**config.mk**
```make
export PLATFORM = sky130hd
export DESIGN_NAME = rlc_sysctl
export DESIGN_NICKNAME = d
export VERILOG_FILES = /design/src/rtl/rlc_pkg.sv /design/src/rtl/rlc_sysctl.sv /design/src/rtl/rlc_tick_div.sv
export VERILOG_INCLUDE_DIRS = /design/src /design/src/rtl
export SDC_FILE = /design/constraint.sdc
export NUM_CORES = 1
export LEC_CHECK = 0
export BUFFER_PORTS_ARGS = -buffer_cell sky130_fd_sc_hd__buf_2
export CORE_MARGIN = 5
export CORE_UTILIZATION = 40
export CTS_CLUSTER_DIAMETER = 60
export DETAILED_ROUTE_END_ITERATION = 7
export MAX_ROUTING_LAYER = met4
export PLACE_DENSITY = 0.57
export SETUP_SLACK_MARGIN = 0.5
export SYNTH_ARGS = -nofsm -noshare
export SYNTH_HDL_FRONTEND = slang
export SYNTH_SLANG_ARGS = --single-unit
```
**constraint.sdc**
```tcl
create_clock -name mclk -period 5.55 [get_ports mclk]
set_clock_uncertainty 0.05 [all_clocks]
set_input_delay 0.555 -clock mclk [delete_from_list [all_inputs] [get_ports mclk]]
set_output_delay 0.555 -clock mclk [all_outputs]
set_load 0.05 [all_outputs]
```
**src/rtl/rlc_map.svh**
```systemverilog
// offsets, field positions, reset values and timing counts of the block
`ifndef RLC_MAP_SVH
`define RLC_MAP_SVH

// ----------------------------------------------------------------------
// register offsets
// ----------------------------------------------------------------------
`define RLC_WAKE_OFS 8'h00
`define RLC_LV_OFS 8'h01

// ----------------------------------------------------------------------
// field positions
// ----------------------------------------------------------------------
`define RLC_WFLAG_BIT 7
`define RLC_WACK_BIT 6
`define RLC_WCLK_BIT 5
`define RLC_WIE_BIT 4
`define RLC_WDLY_HI 2
`define RLC_WDLY_LO 0
`define RLC_LFLAG_BIT 7
`define RLC_LACK_BIT 6
`define RLC_LIE_BIT 5
`define RLC_LRE_BIT 4
`define RLC_LSE_BIT 3
`define RLC_LDE_BIT 2
`define RLC_LRSV_BIT 1
`define RLC_LBG_BIT 0

// ----------------------------------------------------------------------
// reset values
// ----------------------------------------------------------------------
`define RLC_WAKE_RST 8'h00
`define RLC_LV_RST 8'h1C

// ----------------------------------------------------------------------
// timing
// ----------------------------------------------------------------------
`define RLC_MCLK_NS 4
`define RLC_OSC_NS 1000000
`define RLC_OSC_CYC (`RLC_OSC_NS / `RLC_MCLK_NS)
`define RLC_INT_D1_MS 8
`define RLC_INT_D2_MS 32
`define RLC_INT_D3_MS 64
`define RLC_INT_D4_MS 128
`define RLC_INT_D5_MS 256
`define RLC_INT_D6_MS 512
`define RLC_INT_D7_MS 1024
`define RLC_EXT_D1 256
`define RLC_EXT_D2 1024
`define RLC_EXT_D3 2048
`define RLC_EXT_D4 4096
`define RLC_EXT_D5 8192
`define RLC_EXT_D6 16384
`define RLC_EXT_D7 32768

`endif

```
**src/rtl/rlc_pkg.sv**
```systemverilog
// types shared by the system control block
package rlc_pkg;
  typedef enum logic [0:0] {
    RLC_SRC_OSC = 1'b0,
    RLC_SRC_EXT = 1'b1
  } rlc_src_t;
  typedef logic [2:0] rlc_dly_t;
  typedef logic [7:0] rlc_byte_t;
  typedef logic [14:0] rlc_cnt_t;
endpackage

```
**src/rtl/rlc_sysctl.sv**
```systemverilog
// wakeup timer and low-voltage detect control registers
//
// Functional notes
// - timer reaching selected delay sets read-only wakeup flag, bit 7
// - writing 1 to ack bit 6 clears wakeup flag; 0 ignored; reads 0
// - clock select bit 5: 0 internal 1 kHz tick, 1 external clock
// - wakeup interrupt enable bit 4 is read/write, gates wakeup requests
// - delay select 000 stops the wakeup timer for either source
// - internal codes 001..111 give 8,32,64,128,256,512,1024 ms
// - external codes 001..111 divide by 256 up to 32768
// - unused wakeup register bit 3, the only unused bit, reads 0
// - internal wakeup tick is free running, about 1 kHz
// - enabled detection sets read-only low-voltage flag on an event
// - writing 1 to low-voltage ack bit 6 clears the flag; reads 0
// - irq enable bit 5 requests an interrupt while the flag is 1
// - reset enable bit 4 with detection on forces reset on flag
// - stop enable bit 3 keeps detection running in stop mode
// - enable bit 2 off makes flag, reset and stop controls inert
// - reset, stop and detect enables take only first write after reset
// - bandgap buffer enable bit 0 drives the buffer enable output
//
// The register addresses and the address-and-strobe port were decided locally.
`timescale 1ns/10ps
`default_nettype none
`include "rlc_map.svh"
module rlc_sysctl #(
  parameter int unsigned OSC_CYC = `RLC_OSC_CYC
) (
  input wire logic mclk,
  input wire logic rst_n,
  input wire logic [7:0] addr,
  input wire logic [7:0] wdata,
  input wire logic wr_en,
  input wire logic rd_en,
  output var logic [7:0] rdata,
  input wire logic ext_clk,
  input wire logic lv_detect,
  input wire logic stop_mode,
  output var logic wake_irq,
  output var logic lv_irq,
  output var logic lv_reset_req,
  output var logic bandgap_buf_en
);

  // reset image of the low-voltage register, sliced per field below
  localparam rlc_pkg::rlc_byte_t LV_RST = `RLC_LV_RST;

  // --------------------------------------------------------------------
  // delay lookup
  // --------------------------------------------------------------------
  function automatic rlc_pkg::rlc_cnt_t term_f(
    input rlc_pkg::rlc_src_t src,
    input rlc_pkg::rlc_dly_t sel
  );
    int unsigned n;
    n = 1;
    if (src == rlc_pkg::RLC_SRC_OSC) begin
      case (sel)
        3'h1: n = `RLC_INT_D1_MS;
        3'h2: n = `RLC_INT_D2_MS;
        3'h3: n = `RLC_INT_D3_MS;
        3'h4: n = `RLC_INT_D4_MS;
        3'h5: n = `RLC_INT_D5_MS;
        3'h6: n = `RLC_INT_D6_MS;
        3'h7: n = `RLC_INT_D7_MS;
        default: n = 1;
      endcase
    end else begin
      case (sel)
        3'h1: n = `RLC_EXT_D1;
        3'h2: n = `RLC_EXT_D2;
        3'h3: n = `RLC_EXT_D3;
        3'h4: n = `RLC_EXT_D4;
        3'h5: n = `RLC_EXT_D5;
        3'h6: n = `RLC_EXT_D6;
        3'h7: n = `RLC_EXT_D7;
        default: n = 1;
      endcase
    end
    return 15'(n - 1);
  endfunction

  // --------------------------------------------------------------------
  // register decode
  // --------------------------------------------------------------------
  logic wake_sel;
  logic lv_sel;
  logic wr_wake;
  logic wr_lv;
  logic rd_wake;
  logic rd_lv;

  assign wake_sel = (addr == `RLC_WAKE_OFS);
  assign lv_sel = (addr == `RLC_LV_OFS);
  assign wr_wake = wr_en & wake_sel;
  assign wr_lv = wr_en & lv_sel;
  assign rd_wake = rd_en & wake_sel;
  assign rd_lv = rd_en & lv_sel;

  // --------------------------------------------------------------------
  // wakeup timer state
  // --------------------------------------------------------------------
  logic wake_flag_q;
  logic wake_flag_d;
  rlc_pkg::rlc_src_t wake_clock_sel_q;
  logic wake_irq_en_q;
  rlc_pkg::rlc_dly_t wake_delay_sel_q;
  rlc_pkg::rlc_cnt_t cnt_q;
  rlc_pkg::rlc_cnt_t cnt_d;
  rlc_pkg::rlc_cnt_t term;
  logic ext_q;
  logic ext_rise;
  logic osc_tick;
  logic tick;
  logic run;
  logic wake_hit;
  logic wake_ack;

  // free-running internal 1 kHz tick, independent of the register state
  rlc_tick_div #(
    .PERIOD(OSC_CYC)
  ) u_osc (
    .mclk(mclk),
    .rst_n(rst_n),
    .tick(osc_tick)
  );

  assign ext_rise = ext_clk & ~ext_q;
  assign tick = (wake_clock_sel_q == rlc_pkg::RLC_SRC_EXT) ?
                ext_rise : osc_tick;
  assign run = (wake_delay_sel_q != 3'h0);
  assign term = term_f(wake_clock_sel_q, wake_delay_sel_q);
  // >= keeps the timer from running past a delay shortened mid-count
  assign wake_hit = run & tick & (cnt_q >= term);
  assign cnt_d = !run ? 15'h0000 :
                 wake_hit ? 15'h0000 :
                 tick ? cnt_q + 15'h0001 : cnt_q;
  assign wake_ack = wr_wake & wdata[`RLC_WACK_BIT];
  // a timeout in the same cycle as the ack wins
  assign wake_flag_d = wake_hit | (wake_flag_q & ~wake_ack);

  always_ff @(posedge mclk or negedge rst_n) begin
    if (!rst_n) begin
      ext_q <= 1'b0;
      cnt_q <= 15'h0000;
      wake_flag_q <= 1'b0;
    end else begin
      ext_q <= ext_clk;
      cnt_q <= cnt_d;
      wake_flag_q <= wake_flag_d;
    end
  end

  always_ff @(posedge mclk or negedge rst_n) begin
    if (!rst_n) begin
      wake_clock_sel_q <= rlc_pkg::RLC_SRC_OSC;
      wake_irq_en_q <= 1'b0;
      wake_delay_sel_q <= 3'h0;
    end else if (wr_wake) begin
      wake_clock_sel_q <= rlc_pkg::rlc_src_t'(wdata[`RLC_WCLK_BIT]);
      wake_irq_en_q <= wdata[`RLC_WIE_BIT];
      wake_delay_sel_q <= wdata[`RLC_WDLY_HI:`RLC_WDLY_LO];
    end
  end

  // --------------------------------------------------------------------
  // low-voltage detect state
  // --------------------------------------------------------------------
  logic lv_flag_q;
  logic lv_flag_d;
  logic lv_irq_en_q;
  logic lv_reset_en_q;
  logic lv_stop_en_q;
  logic lv_detect_en_q;
  logic bg_q;
  logic once_q;
  logic lv_active;
  logic lv_set;
  logic lv_ack;
  logic once_wr;

  assign lv_active = lv_detect_en_q &
                     (~stop_mode | lv_stop_en_q);
  assign lv_set = lv_active & lv_detect;
  assign lv_ack = wr_lv & wdata[`RLC_LACK_BIT];
  assign lv_flag_d = lv_set | (lv_flag_q & ~lv_ack);
  assign once_wr = wr_lv & ~once_q;

  always_ff @(posedge mclk or negedge rst_n) begin
    if (!rst_n) begin
      lv_flag_q <= 1'b0;
      once_q <= 1'b0;
    end else begin
      lv_flag_q <= lv_flag_d;
      once_q <= once_q | wr_lv;
    end
  end

  // reserved bit 1 is not stored, whatever software writes
  always_ff @(posedge mclk or negedge rst_n) begin
    if (!rst_n) begin
      lv_irq_en_q <= LV_RST[`RLC_LIE_BIT];
      bg_q <= LV_RST[`RLC_LBG_BIT];
    end else if (wr_lv) begin
      lv_irq_en_q <= wdata[`RLC_LIE_BIT];
      bg_q <= wdata[`RLC_LBG_BIT];
    end
  end

  always_ff @(posedge mclk or negedge rst_n) begin
    if (!rst_n) begin
      lv_reset_en_q <= LV_RST[`RLC_LRE_BIT];
      lv_stop_en_q <= LV_RST[`RLC_LSE_BIT];
      lv_detect_en_q <= LV_RST[`RLC_LDE_BIT];
    end else if (once_wr) begin
      lv_reset_en_q <= wdata[`RLC_LRE_BIT];
      lv_stop_en_q <= wdata[`RLC_LSE_BIT];
      lv_detect_en_q <= wdata[`RLC_LDE_BIT];
    end
  end

  // --------------------------------------------------------------------
  // read data and outputs
  // --------------------------------------------------------------------
  rlc_pkg::rlc_byte_t wake_rd;
  rlc_pkg::rlc_byte_t lv_rd;
  rlc_pkg::rlc_byte_t rd_mux;

  // ack bits and unused bits read as zero
  assign wake_rd = {wake_flag_q, 1'b0, wake_clock_sel_q,
                    wake_irq_en_q, 1'b0, wake_delay_sel_q};
  assign lv_rd = {lv_flag_q, 1'b0, lv_irq_en_q, lv_reset_en_q,
                  lv_stop_en_q, lv_detect_en_q, 1'b0, bg_q};
  assign rd_mux = rd_wake ? wake_rd :
                  rd_lv ? lv_rd : 8'h00;

  always_ff @(posedge mclk or negedge rst_n) begin
    if (!rst_n) begin
      rdata <= 8'h00;
      wake_irq <= 1'b0;
      lv_irq <= 1'b0;
      lv_reset_req <= 1'b0;
      bandgap_buf_en <= 1'b0;
    end else begin
      rdata <= rd_mux;
      wake_irq <= wake_flag_q & wake_irq_en_q;
      lv_irq <= lv_flag_q & lv_irq_en_q;
      lv_reset_req <= lv_flag_q & lv_reset_en_q &
                      lv_detect_en_q;
      bandgap_buf_en <= bg_q;
    end
  end
endmodule
`default_nettype wire

```
**src/rtl/rlc_tick_div.sv**
```systemverilog
// divider that gives a one-cycle tick every PERIOD clocks
`timescale 1ns/10ps
`default_nettype none
module rlc_tick_div #(
  parameter int unsigned PERIOD = 250000
) (
  input wire logic mclk,
  input wire logic rst_n,
  output var logic tick
);
  logic [31:0] cnt_q;
  logic [31:0] cnt_d;
  logic last;

  assign last = (cnt_q == 32'(PERIOD - 1));
  assign cnt_d = last ? 32'h0000_0000 : cnt_q + 32'h0000_0001;

  always_ff @(posedge mclk or negedge rst_n) begin
    if (!rst_n) begin
      cnt_q <= 32'h0000_0000;
      tick <= 1'b0;
    end else begin
      cnt_q <= cnt_d;
      tick <= last;
    end
  end
endmodule
`default_nettype wire

```
==> results.rst <==
.. list-table::
   :header-rows: 1

   * - Metric
     - Value
   * - Maximum cell stage delay along the critical path
     - 0.51 ns
   * - GRT Residual Overflow
     - 0
   * - Initial Util
     - 0.415
   * - Per-instance average area after synthesis
     - 10.2 um^2
   * - Leakage
     - approximately 2 nW
   * - F_max
     - around 240 MHz
   * - Clock net sink count
     - 73
   * - Total Routed Length
     - between 7 and 8 mm
   * - Slowest cell on crit path
     - dfrtp_1
   * - Layout cell share with drive strength beyond 1
     - 0.161
   * - Cell-by-cell trace of the critical path
     - nor3_2 > inv_1 > ha_1 > inv_1 > nor2_1 > xnor2_1 > o221ai_1 > ha_1 > nand4_1 > o21ai_0 > a2111o_1 > o31ai_2 > buf_4 > and2_1 > a22o_1
   * - Relative max-transition margin
     - 0.379
   * - Area Overhead vs Synth
     - 12.8%
   * - Number of antenna violations at the first check in global routing
     - 0
   * - # H-tree levels
     - 3
   * - Clock buffer count from CTS
     - 9
   * - Number of placement rows
     - 35
   * - Largest area contributor in the synthesized netlist
     - dfrtp_1
   * - Final-report hold violation count
     - 0
   * - Startpoint type of the worst setup path
     - flip-flop
   * - Final ANT Viol Nets
     - 0
   * - Gp weighted congestion
     - between 0.7 and 0.8
   * - Violation count after the first detailed-routing iteration
     - between 80 and 90
   * - Status
     - finished, final reports clean
   * - Detailed-route via count
     - 2832
   * - Number of iterations in the first detailed-routing pass
     - 5
   * - Global routing usage summed across all routing layers
     - 0.148
   * - Max-cap violation count
     - 0
   * - Ranking of synthesized cells by area
     - dfrtp_1 (45%), ha_1 (5.8%), xnor2_1 (4.8%), nand3_1 (4.1%), nor2_1 (4.1%)
   * - Resized cells post-CTS
     - 0
   * - Final worst path period share
     - 0.742
   * - Die boundary width
     - approximately 110 um
   * - WP data required
     - approximately 5.8 ns
   * - Type of destination of the critical path
     - flip-flop
   * - Count of buffers inserted at the top-level ports
     - 32
   * - Post-detailed-route via-to-cell ratio
     - approximately 5.2
   * - HPWL reported at the end of detailed placement
     - between 5 and 6 mm
   * - Root buffer cell
     - clkbuf_8
   * - Cell count after placement
     - 529
   * - Yosys Warn Count
     - 0
   * - Transition at the pin with the smallest max-transition slack
     - 0.931 ns
   * - Global route hottest layer
     - met2
   * - CTS tree
     - done
   * - Number of buffers and inverters on the critical path
     - 3
   * - Via count of the first global-routing pass
     - 2709
   * - Met1 usage
     - 0.181
   * - Netlist area before placement
     - 3870 um^2
   * - Highest ir drop seen on vdd
     - 0.150 mV
   * - Worst-case clock buffer depth
     - 2
   * - Share of the synthesized area in the top cell type
     - 0.453
   * - Type of the setup path with the least slack
     - flip-flop to flip-flop
   * - Number of unique standard cell types used by synthesis
     - 53
   * - # nets final
     - roughly 450
   * - Largest net degree at the start of global routing
     - between 70 and 80
   * - Crit path launch
     - wake_delay_sel_q[2]
   * - Vertical die dimension
     - 108 um
   * - Clock slew at the register clock pins of the worst setup and hold paths
     - around 0.080 ns
   * - Period minus WS final
     - roughly 4.1 ns
   * - Setup repair after global routing missed its margin
     - no
   * - Path type of the worst min-delay path
     - input port to asynchronous set/reset pin
   * - GR met3 Demand/Resource
     - 0.0382
   * - Floorplan core area
     - slightly above 9000 um^2
   * - Final number of max-transition violations
     - 0
   * - Clock latency at the later pin of the worst-skew pair
     - about 0.34 ns
   * - Mapped Cells
     - between 300 and 400
   * - Number of buffers inserted by hold repair at cts
     - 0
   * - Wirelength per Cell
     - between 10 and 15 um
   * - Final-report setup violation count
     - 0
   * - Maximum fanout count along the critical path
     - 12
   * - Antenna cell count
     - 0
   * - Drc violations
     - 0
   * - Startpoint of the lowest-slack register-to-register path
     - wake_delay_sel_q[2]
   * - Number of setup buffers added after CTS
     - 0
   * - Critical path arrival
     - 4.34 ns
   * - Setup_tns
     - 0 ns
   * - Floorplan die area
     - roughly 12000 um^2
   * - Power per cell area
     - about 270 nW/um^2
   * - I/O pin count
     - 35
   * - Sequential element share of the synthesized area
     - 0.473
   * - Critical path's top delay family
     - compound AO/OA/AOI/OAI gates
   * - First-pass GRT wire length
     - ~13 mm
   * - Number of nets produced by synthesis
     - 422
   * - Finished Layout Cells
     - about 550
   * - Met2 track utilization from global routing
     - 0.247
   * - Flip-flop and latch count after synthesis
     - 73
==> sequential cells by signal (all words and copies together) (netlist names), 3 cells and up <==
register	cells
rdata	7
u_osc.cnt_q	32
cnt_q	15
wake_delay_sel_q	3
==> worst register-to-register path, delay by kind of cell (launching register included) <==
| kind | cells | cell delay, ns |
|---|---|---|
| AND/OR/NAND/NOR | 4 | 0.95 |
| AO/OA/AOI/OAI | 5 | 1.14 |
| flip-flops | 1 | 0.51 |
| XOR/XNOR | 1 | 0.15 |
| adder cells (fa/ha/maj) | 2 | 0.66 |
| buffers and inverters | 3 | 0.59 |
==> worst paths after layout <==
path / endpoint / slack [ns] / depth (start not counted)
min reg2reg: bandgap_buf_en / 0.35 / 0
min in group mclk: ext_q / 0.30 / 1
min: cnt_q[11] / 0.27 / 1
max reg2reg: cnt_q[5] / 1.43 / 15
max in group asynchronous: lv_flag_q / 4.54 / 1
max: cnt_q[5] / 1.43 / 15
==> cells in the mapped netlist, drive strengths merged <==
cell type  number
mux2i           7
clkbuf          7
o2bb2ai         3
and3            9
and2            5
o21ai          10
and4            4
inv            13
o221ai          1
mux2           10
xor2           11
o311ai          2
nand4          12
a2111o          1
dfrtp          70
o31ai           2
a41oi           1
nor4            6
dfstp           3
nand2          28
a31o            4
or2             1
o211ai          2
conb            1
o2111ai         1
ha             18
nor3b           1
or4             1
a22o            5
a21oi           9
xnor2          21
nand3          33
nor3            3
nor4b           3
a31oi           9
buf             8
nor2           44
nand3b          2
nor2b           3
o22a            1
nand2b          5
o22ai           1
==> stage by stage <==
| stage | util | setup WS, ns | total power [mW] | area (um^2) | hold WS, ns |
|---|---|---|---|---|---|
| finish | 0.468 | 1.43 | 1.17 | 4370 | 0.275 |
| global route | 0.468 | 1.08 | 1.23 | 4370 | 0.286 |
| CTS | 0.468 | 1.42 | 1.19 | 4370 | 0.286 |
| detailed placement | 0.443 | 1.45 | 0.682 | 4130 | 0.340 |
| global placement | 0.443 | 1.49 | 0.681 | 4130 | 0.335 |
| floorplan | - | 2.17 | 0.644 | 3870 | 0.209 |
==> kinds of logic after synthesis <==
| logic type | after synthesis | synth area share |
|---|---|---|
| flops | 73 | 0.473 |
| other cells | 1 | 0.000969 |
| xor+xnor | 32 | 0.0724 |
| mux | 17 | 0.0472 |
| buf+inv | 28 | 0.0327 |
| fa+ha+maj | 18 | 0.0582 |
| compound gates | 52 | 0.0983 |
| simple gates | 160 | 0.217 |
==> cells in the final DEF (no fill, tap or decap), drive strengths merged, types with 2 or more instances in the layout <==
master and count:
dfrtp 70, nor2 44, buf 34, nand3 33
nand2 28, xnor2 21, ha 18, inv 13
nand4 12, xor2 11, clkbuf 11, mux2 10
o21ai 10, a31oi 9, and3 9, a21oi 9
mux2i 7, nor4 6, nand2b 5, and2 5
a22o 5, and4 4, a31o 4, nor2b 3
nor4b 3, o2bb2ai 3, bufinv 3, dfstp 3
nor3 3, o211ai 2, o311ai 2, o31ai 2
nand3b 2, clkinv 2
==> layout make-up <==
type                    instances  area, um^2
fillers                       886        4960
clock inverters                 5         104
flip-flops and latches         73        1830
repair buffers                 34         178
well taps                     129         161
multi-input cells             280        1910
inverters                      13        48.8
clock buffers                  11         131
==> per-layer routing <==
metal  routed length (um)  vias up
met5                    0        -
met4                   68        0
met3                  279        6
met2                 4030       43
met1                 3550     1361
li1                     -     1422
==> power by group <==
| group | internal, mW | leakage (nW) | total (mW) | switching [mW] |
|---|---|---|---|---|
| clock | 0.299 | 0.118 | 0.498 | 0.199 |
| sequential | 0.540 | 0.984 | 0.549 | 0.00914 |
| combinational | 0.0452 | 0.906 | 0.121 | 0.0760 |
| total | 0.885 | 2.01 | 1.17 | 0.284 |
Power figures use the tool's default switching activity.
